### src/rtl/tft_timing_pkg.sv
/*
 Constants, register map and reset values of the TFT panel timing
 generator. Assumes a 50 MHz ref_clk and 32-bit APB from software.
*/
// Overview of operation
// [RULE_01] Pixel clock runs continuously while display enabled
// [RULE_02] Line sync spans at least one pixel clock
// [RULE_03] Frame sync spans at least one line sync
// [RULE_04] Data enable qualifies pixel data as valid
// [RULE_05] Outputs change on pixel clock rising edge
// [RULE_06] Software sync polarity, active-high after reset
// [RULE_07] Data enable is always active-high
// [RULE_08] Pixel clock inversion and programmable delay
// [RULE_09] Line length is sync+porches+active width
// [RULE_10] Frame length is sync+porches+active height, lines
// [RULE_11] All horizontal and vertical timing software programmable
// [RULE_12] Line order: sync, back porch, active, front
// [RULE_13] Frame order: sync, back porch, active, front
package tft_timing_pkg;
   ////////////////////////////////////////////////////////////////////
   // Clocking
   localparam int unsigned REF_CLK_HZ  = 50_000_000; // ref_clk rate
   localparam int unsigned PCLK_MAX_HZ = 80_000_000; // panel limit
   localparam int unsigned PCLK_DIV    = 2;          // ref per pixel
   localparam int unsigned PCLK_HZ     = REF_CLK_HZ / PCLK_DIV;

   ////////////////////////////////////////////////////////////////////
   // Widths
   localparam int PADDR_W  = 8;   // APB byte address
   localparam int DATA_W   = 32;  // APB data
   localparam int STRB_W   = 4;   // byte strobes
   localparam int CNT_W    = 14;  // line and frame position
   localparam int FLD_W    = 10;  // sync and porch fields
   localparam int SIZE_W   = 12;  // active width and height
   localparam int PIX_W    = 24;  // pixel data bus
   localparam int DLY_W    = 3;   // clock delay field
   localparam int DLY_TAPS = 7;   // delay line depth
   localparam int FRM_W    = 16;  // frame counter

   ////////////////////////////////////////////////////////////////////
   // Register offsets
   localparam logic [PADDR_W-1:0] OFS_CTRL   = 8'h00;
   localparam logic [PADDR_W-1:0] OFS_AREA   = 8'h04;
   localparam logic [PADDR_W-1:0] OFS_HPAR   = 8'h08;
   localparam logic [PADDR_W-1:0] OFS_VPAR   = 8'h0c;
   localparam logic [PADDR_W-1:0] OFS_POL    = 8'h10;
   localparam logic [PADDR_W-1:0] OFS_CLK    = 8'h14;
   localparam logic [PADDR_W-1:0] OFS_STATUS = 8'h18;

   ////////////////////////////////////////////////////////////////////
   // Field positions
   localparam int CTRL_EN_BIT   = 0;
   localparam int AREA_W_LSB    = 0;
   localparam int AREA_H_LSB    = 16;
   localparam int PAR_SYNC_LSB  = 0;
   localparam int PAR_BP_LSB    = 10;
   localparam int PAR_FP_LSB    = 20;
   localparam int POL_H_BIT     = 0;
   localparam int POL_V_BIT     = 1;
   localparam int CLK_INV_BIT   = 0;
   localparam int CLK_DLY_LSB   = 4;
   localparam int STAT_LINE_LSB = 0;
   localparam int STAT_VS_BIT   = 14;
   localparam int STAT_DE_BIT   = 15;
   localparam int STAT_FRM_LSB  = 16;

   ////////////////////////////////////////////////////////////////////
   // Writable bits and reset values
   localparam logic [DATA_W-1:0] MSK_CTRL = 32'h0000_0001;
   localparam logic [DATA_W-1:0] MSK_AREA = 32'h0fff_0fff;
   localparam logic [DATA_W-1:0] MSK_PAR  = 32'h3fff_ffff;
   localparam logic [DATA_W-1:0] MSK_POL  = 32'h0000_0003;
   localparam logic [DATA_W-1:0] MSK_CLK  = 32'h0000_0071;
   localparam logic [DATA_W-1:0] RST_CTRL = 32'h0000_0000;
   localparam logic [DATA_W-1:0] RST_AREA = 32'h01e0_0280;
   localparam logic [DATA_W-1:0] RST_HPAR = 32'h0100_c060;
   localparam logic [DATA_W-1:0] RST_VPAR = 32'h00a0_8402;
   localparam logic [DATA_W-1:0] RST_POL  = 32'h0000_0000;
   localparam logic [DATA_W-1:0] RST_CLK  = 32'h0000_0000;
endpackage : tft_timing_pkg

### src/rtl/tft_panel_timing_generator.sv
/*
 TFT panel timing generator: APB register file, pixel clock with
 inversion and delay, line and frame sync, data enable, pixel bus.
 Assumes pixel_in comes from logic on ref_clk and APB on ref_clk.
*/
`timescale 1ns/1ps
module tft_panel_timing_generator
   import tft_timing_pkg::*;
(
   input  wire logic                     ref_clk,
   input  wire logic                     arst_n,
   input  wire logic                     clk_en,
   input  wire logic                     psel,
   input  wire logic                     penable,
   input  wire logic                     pwrite,
   input  wire logic [PADDR_W-1:0]       paddr,
   input  wire logic [DATA_W-1:0]        pwdata,
   input  wire logic [STRB_W-1:0]        pstrb,
   output logic      [DATA_W-1:0]        prdata,
   output logic                          pready,
   output logic                          pslverr,
   input  wire logic [PIX_W-1:0]         pixel_in,
   output logic                          pixel_fetch,
   output logic                          pixel_clk_out,
   output logic                          hsync_out,
   output logic                          vsync_out,
   output logic                          pixel_valid_out,
   output logic      [PIX_W-1:0]         pixel_data_bus
);
   import tft_timing_pkg::*;

   ////////////////////////////////////////////////////////////////////
   // Declarations

   // Register file
   logic [DATA_W-1:0]  ctrl_q;        // Display enable
   logic [DATA_W-1:0]  area_q;        // Active width and height
   logic [DATA_W-1:0]  hpar_q;        // Horizontal sync and porches
   logic [DATA_W-1:0]  vpar_q;        // Vertical sync and porches
   logic [DATA_W-1:0]  pol_q;         // Sync polarity select
   logic [DATA_W-1:0]  clkcfg_q;      // Pixel clock invert and delay

   // Bus decode
   logic               setup_ph;      // APB setup cycle
   logic               wr_take;       // Write committed this edge
   logic               addr_hit;      // Address is mapped
   logic [DATA_W-1:0]  rd_mux;        // Read value, selected
   logic [DATA_W-1:0]  prdata_q;      // Read data register
   logic               rd_valid_q;    // prdata_q holds this read

   // Configuration fields
   logic               run;           // Display enabled
   logic               pol_h;         // Line sync active-low
   logic               pol_v;         // Frame sync active-low
   logic               clk_inv;       // Invert pixel clock pin
   logic [DLY_W-1:0]   clk_dly;       // Pin delay; nonzero value gives value+1 ref cycles

   // Pixel clock
   logic               pclk_q;        // Internal pixel clock phase
   logic               pclk_nxt;      // Next internal phase
   logic [DLY_TAPS-1:0] dly_q;        // Delay line of the phase
   logic               pin_src;       // Selected tap
   logic               pclk_pin_q;    // Pixel clock pin register
   logic               pix_tick;      // Rising edge of pixel clock

   // Raster
   logic [CNT_W-1:0]   h_pos;         // Pixel within line
   logic [CNT_W-1:0]   v_pos;         // Line within frame
   logic               h_sync;        // In line sync
   logic               v_sync;        // In frame sync
   logic               h_act;         // In active columns
   logic               v_act;         // In active lines
   logic               h_last;        // Last pixel of line
   logic               v_last;        // Last line of frame
   logic               de_now;        // Active pixel this tick
   logic [FRM_W-1:0]   frame_q;       // Completed frames

   // Output registers
   logic               hsync_q;       // Line sync pin
   logic               vsync_q;       // Frame sync pin
   logic               de_q;          // Data enable pin
   logic [PIX_W-1:0]   data_q;        // Pixel data pins

   ////////////////////////////////////////////////////////////////////
   // Byte-lane merge of a write into a register
   function automatic logic [DATA_W-1:0] wr_merge
   (
      input logic [DATA_W-1:0] old_v,
      input logic [DATA_W-1:0] new_v,
      input logic [STRB_W-1:0] strb
   );
      logic [DATA_W-1:0] res;
      res = old_v;
      for (int b = 0; b < STRB_W; b++)
      begin
         if (strb[b])
            res[b*8 +: 8] = new_v[b*8 +: 8];
      end
      return res;
   endfunction : wr_merge

   ////////////////////////////////////////////////////////////////////
   // APB slave

   // Setup cycle and committed write
   assign setup_ph = psel && !penable;
   assign wr_take  = psel && penable && pwrite && pready;

   // Address decode
   always_comb
   begin
      case (paddr)
         OFS_CTRL,
         OFS_AREA,
         OFS_HPAR,
         OFS_VPAR,
         OFS_POL,
         OFS_CLK,
         OFS_STATUS: addr_hit = 1'b1;
         default:    addr_hit = 1'b0;
      endcase
   end

   // Read multiplexer, status shows live raster state
   always_comb
   begin
      rd_mux = '0;
      case (paddr)
         OFS_CTRL:   rd_mux = ctrl_q;
         OFS_AREA:   rd_mux = area_q;
         OFS_HPAR:   rd_mux = hpar_q;
         OFS_VPAR:   rd_mux = vpar_q;
         OFS_POL:    rd_mux = pol_q;
         OFS_CLK:    rd_mux = clkcfg_q;
         OFS_STATUS:
         begin
            rd_mux[STAT_LINE_LSB +: CNT_W] = v_pos;
            rd_mux[STAT_VS_BIT]            = v_sync;
            rd_mux[STAT_DE_BIT]            = de_now;
            rd_mux[STAT_FRM_LSB +: FRM_W]  = frame_q;
         end
         default:    rd_mux = '0;
      endcase
   end

   // Reads wait until data is captured; frozen clock stalls bus
   assign pready  = clk_en && (pwrite || rd_valid_q);
   // Unmapped address answers with an error
   assign pslverr = psel && penable && pready && !addr_hit;
   assign prdata  = prdata_q;

   // Read data capture in the setup cycle
   always_ff @(posedge ref_clk or negedge arst_n)
   begin
      if (!arst_n)
      begin
         prdata_q   <= '0;
         rd_valid_q <= 1'b0;
      end
      else if (clk_en)
      begin
         if (psel && !pwrite && !rd_valid_q)
            prdata_q <= rd_mux;
         rd_valid_q <= psel && !pwrite && !(penable && rd_valid_q);
      end
   end

   ////////////////////////////////////////////////////////////////////
   // Register file

   // Writes land at the access edge; reserved bits stay zero
   always_ff @(posedge ref_clk or negedge arst_n)
   begin
      if (!arst_n)
      begin
         ctrl_q   <= RST_CTRL;
         area_q   <= RST_AREA;
         hpar_q   <= RST_HPAR;
         vpar_q   <= RST_VPAR;
         // [RULE_06] Active-high after reset
         pol_q    <= RST_POL;
         clkcfg_q <= RST_CLK;
      end
      else if (clk_en && wr_take)
      begin
         // [RULE_11] Timing set by software
         case (paddr)
            OFS_CTRL: ctrl_q   <= wr_merge(ctrl_q, pwdata, pstrb) & MSK_CTRL;
            OFS_AREA: area_q   <= wr_merge(area_q, pwdata, pstrb) & MSK_AREA;
            OFS_HPAR: hpar_q   <= wr_merge(hpar_q, pwdata, pstrb) & MSK_PAR;
            OFS_VPAR: vpar_q   <= wr_merge(vpar_q, pwdata, pstrb) & MSK_PAR;
            OFS_POL:  pol_q    <= wr_merge(pol_q, pwdata, pstrb) & MSK_POL;
            OFS_CLK:  clkcfg_q <= wr_merge(clkcfg_q, pwdata, pstrb) & MSK_CLK;
            default:  ctrl_q   <= ctrl_q;
         endcase
      end
   end

   // Field extraction
   assign run     = ctrl_q[CTRL_EN_BIT];
   assign pol_h   = pol_q[POL_H_BIT];
   assign pol_v   = pol_q[POL_V_BIT];
   assign clk_inv = clkcfg_q[CLK_INV_BIT];
   assign clk_dly = clkcfg_q[CLK_DLY_LSB +: DLY_W];

   ////////////////////////////////////////////////////////////////////
   // Pixel clock

   // [RULE_01] Free-running divide by two while enabled
   assign pclk_nxt = run ? !pclk_q : 1'b0;
   // Tick marks the edge at which the phase rises
   assign pix_tick = clk_en && run && !pclk_q;

   // Internal phase, parked low while disabled
   always_ff @(posedge ref_clk or negedge arst_n)
   begin
      if (!arst_n)
         pclk_q <= 1'b0;
      else if (clk_en)
         pclk_q <= pclk_nxt;
   end

   // Delay line; tap k is the phase k+1 ref cycles late
   always_ff @(posedge ref_clk or negedge arst_n)
   begin
      if (!arst_n)
         dly_q <= '0;
      else if (clk_en)
         dly_q <= {dly_q[DLY_TAPS-2:0], pclk_q};
   end

   // [RULE_08] Delay tap select
   // Zero delay taps the next phase so pin and data align
   assign pin_src = (clk_dly == '0) ? pclk_nxt : dly_q[clk_dly - DLY_W'(1)];

   // Pin register; inversion samples data on the falling edge
   always_ff @(posedge ref_clk or negedge arst_n)
   begin
      if (!arst_n)
         pclk_pin_q <= 1'b0;
      else if (clk_en)
         // [RULE_08] Optional clock inversion
         pclk_pin_q <= run && (pin_src ^ clk_inv);
   end

   assign pixel_clk_out = pclk_pin_q;

   ////////////////////////////////////////////////////////////////////
   // Raster counters

   // [RULE_09] Line counted in pixel clocks
   tft_axis_counter u_h_axis
   (
      .ref_clk   (ref_clk),
      .arst_n    (arst_n),
      .clk_en    (clk_en),
      .run       (run),
      .step      (pix_tick),
      .sync_len  (hpar_q[PAR_SYNC_LSB +: FLD_W]),
      .bp_len    (hpar_q[PAR_BP_LSB +: FLD_W]),
      .act_len   (area_q[AREA_W_LSB +: SIZE_W]),
      .fp_len    (hpar_q[PAR_FP_LSB +: FLD_W]),
      .pos_q     (h_pos),
      .in_sync   (h_sync),
      .in_active (h_act),
      .last      (h_last)
   );

   // [RULE_10] Frame counted in whole lines
   // [RULE_13] Vertical order via counter
   tft_axis_counter u_v_axis
   (
      .ref_clk   (ref_clk),
      .arst_n    (arst_n),
      .clk_en    (clk_en),
      .run       (run),
      .step      (pix_tick && h_last),
      .sync_len  (vpar_q[PAR_SYNC_LSB +: FLD_W]),
      .bp_len    (vpar_q[PAR_BP_LSB +: FLD_W]),
      .act_len   (area_q[AREA_H_LSB +: SIZE_W]),
      .fp_len    (vpar_q[PAR_FP_LSB +: FLD_W]),
      .pos_q     (v_pos),
      .in_sync   (v_sync),
      .in_active (v_act),
      .last      (v_last)
   );

   // [RULE_13] No enable outside active lines
   assign de_now = h_act && v_act;

   // Consumer handshake, one pulse per shown pixel
   assign pixel_fetch = pix_tick && de_now;

   // Completed frame count for software pacing
   always_ff @(posedge ref_clk or negedge arst_n)
   begin
      if (!arst_n)
         frame_q <= '0;
      else if (pix_tick && h_last && v_last)
         frame_q <= frame_q + FRM_W'(1);
   end

   ////////////////////////////////////////////////////////////////////
   // Panel outputs

   // [RULE_05] Update at pixel clock rise
   always_ff @(posedge ref_clk or negedge arst_n)
   begin
      if (!arst_n)
      begin
         hsync_q <= 1'b0;
         vsync_q <= 1'b0;
         de_q    <= 1'b0;
         data_q  <= '0;
      end
      else if (clk_en)
      begin
         if (!run)
         begin
            // Idle at the inactive sync levels
            hsync_q <= pol_h;
            vsync_q <= pol_v;
            de_q    <= 1'b0;
            data_q  <= '0;
         end
         else if (pix_tick)
         begin
            // [RULE_02] Sync lasts whole pixel clocks
            // [RULE_06] Polarity by exclusive or
            hsync_q <= h_sync ^ pol_h;
            // [RULE_03] Frame sync covers whole lines
            vsync_q <= v_sync ^ pol_v;
            // [RULE_07] Enable never inverted
            de_q    <= de_now;
            // [RULE_04] Data only with enable
            data_q  <= de_now ? pixel_in : '0;
         end
      end
   end

   assign hsync_out       = hsync_q;
   assign vsync_out       = vsync_q;
   assign pixel_valid_out = de_q;
   assign pixel_data_bus  = data_q;
endmodule : tft_panel_timing_generator

### src/rtl/tft_axis_counter.sv
/*
 One axis of the raster: counts sync, back porch, active, front
 porch. Assumes step is a one-cycle pulse on ref_clk.
*/
`timescale 1ns/1ps
module tft_axis_counter
   import tft_timing_pkg::*;
(
   input  wire logic                     ref_clk,
   input  wire logic                     arst_n,
   input  wire logic                     clk_en,
   input  wire logic                     run,
   input  wire logic                     step,
   input  wire logic [FLD_W-1:0]         sync_len,
   input  wire logic [FLD_W-1:0]         bp_len,
   input  wire logic [SIZE_W-1:0]        act_len,
   input  wire logic [FLD_W-1:0]         fp_len,
   output logic      [CNT_W-1:0]         pos_q,
   output logic                          in_sync,
   output logic                          in_active,
   output logic                          last
);
   import tft_timing_pkg::*;

   logic [CNT_W-1:0] sync_eff;   // Sync length, never zero
   logic [CNT_W-1:0] act_eff;    // Active length, never zero
   logic [CNT_W-1:0] act_start;  // First active position
   logic [CNT_W-1:0] act_end;    // First front porch position
   logic [CNT_W-1:0] total;      // Whole period

   // Zero sync would lose the pulse, so it counts as one
   always_comb
   begin
      sync_eff  = (sync_len == '0) ? CNT_W'(1) : CNT_W'(sync_len);
      act_eff   = (act_len == '0) ? CNT_W'(1) : CNT_W'(act_len);
      act_start = sync_eff + CNT_W'(bp_len);
      act_end   = act_start + act_eff;
      total     = act_end + CNT_W'(fp_len);
   end

   // [RULE_12] Sync, porch, active order
   assign in_sync   = pos_q < sync_eff;
   assign in_active = (pos_q >= act_start) && (pos_q < act_end);
   // [RULE_09] Period is the sum
   assign last      = pos_q >= (total - CNT_W'(1));

   // Position counter, wraps early if shortened on the fly
   always_ff @(posedge ref_clk or negedge arst_n)
   begin
      if (!arst_n)
         pos_q <= '0;
      else if (clk_en)
      begin
         if (!run)
            pos_q <= '0;
         else if (step)
            pos_q <= last ? '0 : pos_q + CNT_W'(1);
      end
   end
endmodule : tft_axis_counter

### config.mk
export PLATFORM = sky130hd
export DESIGN_NAME = tft_panel_timing_generator
export DESIGN_NICKNAME = d
export VERILOG_FILES = /design/src/rtl/tft_timing_pkg.sv /design/src/rtl/tft_panel_timing_generator.sv /design/src/rtl/tft_axis_counter.sv
export SDC_FILE = /design/constraint.sdc
export NUM_CORES = 1
export LEC_CHECK = 0
export ABC_CLOCK_PERIOD_IN_PS = 18850
export BUFFER_PORTS_ARGS = -buffer_cell sky130_fd_sc_hd__clkbuf_2
export CORE_AREA = 2 2 124 247
export CTS_CLUSTER_DIAMETER = 100
export DETAILED_ROUTE_END_ITERATION = 8
export DIE_AREA = 0 0 126 249
export PLACE_DENSITY_LB_ADDON = 0.12
export SLEW_MARGIN = 20
export SYNTH_ARGS = -nofsm -noshare
export SYNTH_HDL_FRONTEND = slang
export SYNTH_SLANG_ARGS = --single-unit
### constraint.sdc
create_clock -name ref_clk -period 18.85 [get_ports ref_clk]
set_input_delay 0.9425 -clock ref_clk [delete_from_list [all_inputs] [get_ports ref_clk]]
set_output_delay 0.9425 -clock ref_clk [all_outputs]
set_load 0.05 [all_outputs]
==> results_dict.tcl <==
set metrics [dict create \
    routed_via_density 6.03 \
    rsz0062_at_grt "false" \
    synthMuxAreaShare 0.0668 \
    cp_slowest_stage_delay_ps 740 \
    vias 12100 \
    relSlewSlack 0.343 \
    grt-ovfl-total 0 \
    required_ps 19300 \
    reg2reg_from "hpar_q[7]" \
    cts_hold_buf 0 \
    drc 0 \
    power_leakage_nw 8.25 \
    setup_tns_ps 0 \
    cp-end-kind "flip-flop" \
    grt_antenna_before_repair 0 \
    hold_viol_final 0 \
    clock_latency_ps 530 \
    finClkSkew_ps 17.1 \
    start_util 0.498 \
    vdd_drop_max_mv 0.0607 \
    min_period_over_period 0.452 \
    yosysWarnings 0 \
    layout.nets 1871 \
    ys_ff_latch 204 \
    final_common_cell "dfrtp_1" \
    r2r_setup_slack_ps 10330 \
    ff2ff_path_depth 32 \
    synth_compound_area_frac 0.189 \
    first_iter_violations 784 \
    cts_sinks 204 \
    grt_pass1_wl_mm 69.7 \
    fillCellCount 2703 \
    grt_pass1_vias 12200 \
    layout_common_cells "dfrtp_1 (188), ha_1 (167), inv_1 (142), clkbuf_2 (133), o21ai_0 (120)" \
    final_max_slew_viol_count 0 \
    pwr_density_cell_nw_per_um2 61.8 \
    avgRoutedWirePerCell_um 22.5 \
    cts_setup_buffers 0 \
    r2r-end "u_v_axis.pos_q[0]" \
    timing.fmax_ghz 0.117 \
    cp_num_cells 32 \
    die-area_um2 31400 \
    path_delay_family "compound AO/OA/AOI/OAI gates" \
    synthArstFlopShare 1.00 \
    drive_gt1_frac 0.200 \
    syn_avg_cell_area_um2 9.49 \
    cts_tree "yes" \
    cts_resized 0 \
    startpoint_type "flip-flop" \
    wl_mm 45.2 \
    setup_viol 0 \
    ant_nets 0 \
    fin_hold_ws_ps 426 \
    ys.flop_type "dfrtp_1" \
    path_common_cell "ha_1" \
    cp_slowest_cell "nor2_1" \
    yosys.area_share.simple 0.126 \
    synth_nets 1789 \
    rows 89 \
    cts_root_buffer "clkbuf_16" \
    synth_edf_count 0 \
    synthCells 1542 \
    tightest_slew_ps 985 \
    fp.dieW_um 126 \
    cp.arrival_ps 8970 \
    crit_buf_inv 3 \
    hp-class "input port to asynchronous set/reset pin" \
    finalCriticalPeriod_ps 8520 \
    io_pins 137 \
    portBuffers 134 \
    synth_top_family_by_area "compound AO/OA/AOI/OAI gates" \
    synthesis.area_um2 14600 \
    coreArea_um2 29400 \
    diodes 0 \
    clk_pin_slew_ps 60 \
    cts.path.max_buffers 3 \
    syn2layout_area_growth_pct 11.1 \
    numCtsBuffers 22 \
    status "finished clean" \
    critPathMaxFanout 13 \
    grt_max_degree 79 \
    htree_levels 1 \
    synth-seq-area-share 0.350 \
    grt_usage 0.287 \
    drv_cap 0 \
    synth-xor-area-share 0.0508 \
    synth_cell_types 78 \
    hpwl_mm 35.6 \
    synth_fa_ha_area_frac 0.154 \
    gp_congestion 0.940 \
    die_height_um 249 \
    path_class "flip-flop to flip-flop" \
    drt-pass1-iter-count 8 \
]
==> cell families after synthesis <==
group | after synthesis
AOI/OAI and AO/OA | 395
muxes | 86
and+or+nand+nor | 363
DFF | 204
xor gates and xnor gates | 84
buffers and inverters | 233
adders and majority gates | 177
==> report_power, final <==
part	internal [mW]	switching, mW
sequential	0.440	0.00195
combinational	0.0505	0.0766
clock	0.253	0.183
==> how the worst max path moves through the flow <==
stage	start	endpoint
floorplan	hpar_q[7]	frame_q[1]
global placement	hpar_q[7]	u_v_axis.pos_q[0]
detailed placement	hpar_q[7]	frame_q[14]
CTS	hpar_q[7]	u_v_axis.pos_q[0]
global route	hpar_q[7]	u_v_axis.pos_q[0]
finish	hpar_q[7]	u_v_axis.pos_q[0]
==> sequential cells by signal (all words and copies together) (netlist names), 2 cells and up <==
name,cells
pol_q,2
frame_q,16
u_h_axis.pos_q,14
clkcfg_q,4
dly_q,7
u_v_axis.pos_q,14
pixel_data_bus,24
area_q,24
vpar_q,30
prdata,32
hpar_q,30
==> stage by stage <==
stage / cells / utilization / area (µm²) / worst slack [ps] / total power [mW]
3_3_place_gp: 1964 / 0.528 / 15500 / 10510 / 0.574
2_1_floorplan: 1542 / - / 14600 / 11890 / 0.530
6_report: 2004 / 0.553 / 16300 / 10330 / 1.00
3_5_place_dp: 1964 / 0.528 / 15500 / 10430 / 0.576
5_1_grt: 2004 / 0.553 / 16300 / 9890 / 1.05
4_1_cts: 2004 / 0.553 / 16300 / 10430 / 1.01
==> cell type report <==
| cell class | count | area [µm²] | area share |
|---|---|---|---|
| Sequential cell | 204 | 5120 | 0.315 |
| Tap cell | 364 | 455 | 0.0280 |
| Clock buffer | 34 | 687 | 0.0423 |
| Clock inverter | 6 | 47.5 | 0.00292 |
| Inverter | 142 | 533 | 0.0328 |
| Multi-Input combinational cell | 1105 | 8620 | 0.530 |
| Timing Repair Buffer | 149 | 792 | 0.0487 |
==> layer usage <==
metal | part of all wire | vias to the layer above | GRT usage
li1 | - | 5675 | -
met2 | 0.53 | 409 | 0.528
met1 | 0.34 | 5845 | 0.295
met5 | 0 | - | 0
met4 | 0.088 | 0 | 0.212
met3 | 0.041 | 156 | 0.0288
==> synth_stat cells, drive strengths merged (5+ instances only) <==
library cell / count / area share
fa: 6 / 0.0082
dfrtp: 188 / 0.32
inv: 142 / 0.036
o21bai: 13 / 0.0067
nand4: 16 / 0.0068
or3: 6 / 0.0026
a21boi: 5 / 0.0026
o21a: 18 / 0.0092
a21o: 37 / 0.019
nor2: 54 / 0.014
nand2b: 26 / 0.011
xor2: 38 / 0.023
nor4: 17 / 0.0073
o21ai: 121 / 0.041
nor3: 21 / 0.0072
xnor2: 46 / 0.028
nand3: 30 / 0.010
a222oi: 23 / 0.016
a21oi: 59 / 0.021
o211ai: 8 / 0.0041
a22o: 59 / 0.036
dfstp: 16 / 0.029
and3: 29 / 0.012
nand2: 107 / 0.027
a211oi: 9 / 0.0063
clkbuf: 85 / 0.023
mux2: 83 / 0.064
and2: 7 / 0.0031
nor2b: 28 / 0.012
a31oi: 5 / 0.0021
ha: 167 / 0.14
or2: 5 / 0.0021
o31ai: 6 / 0.0031
No activity file was read; power rests on OpenSTA's default activity.
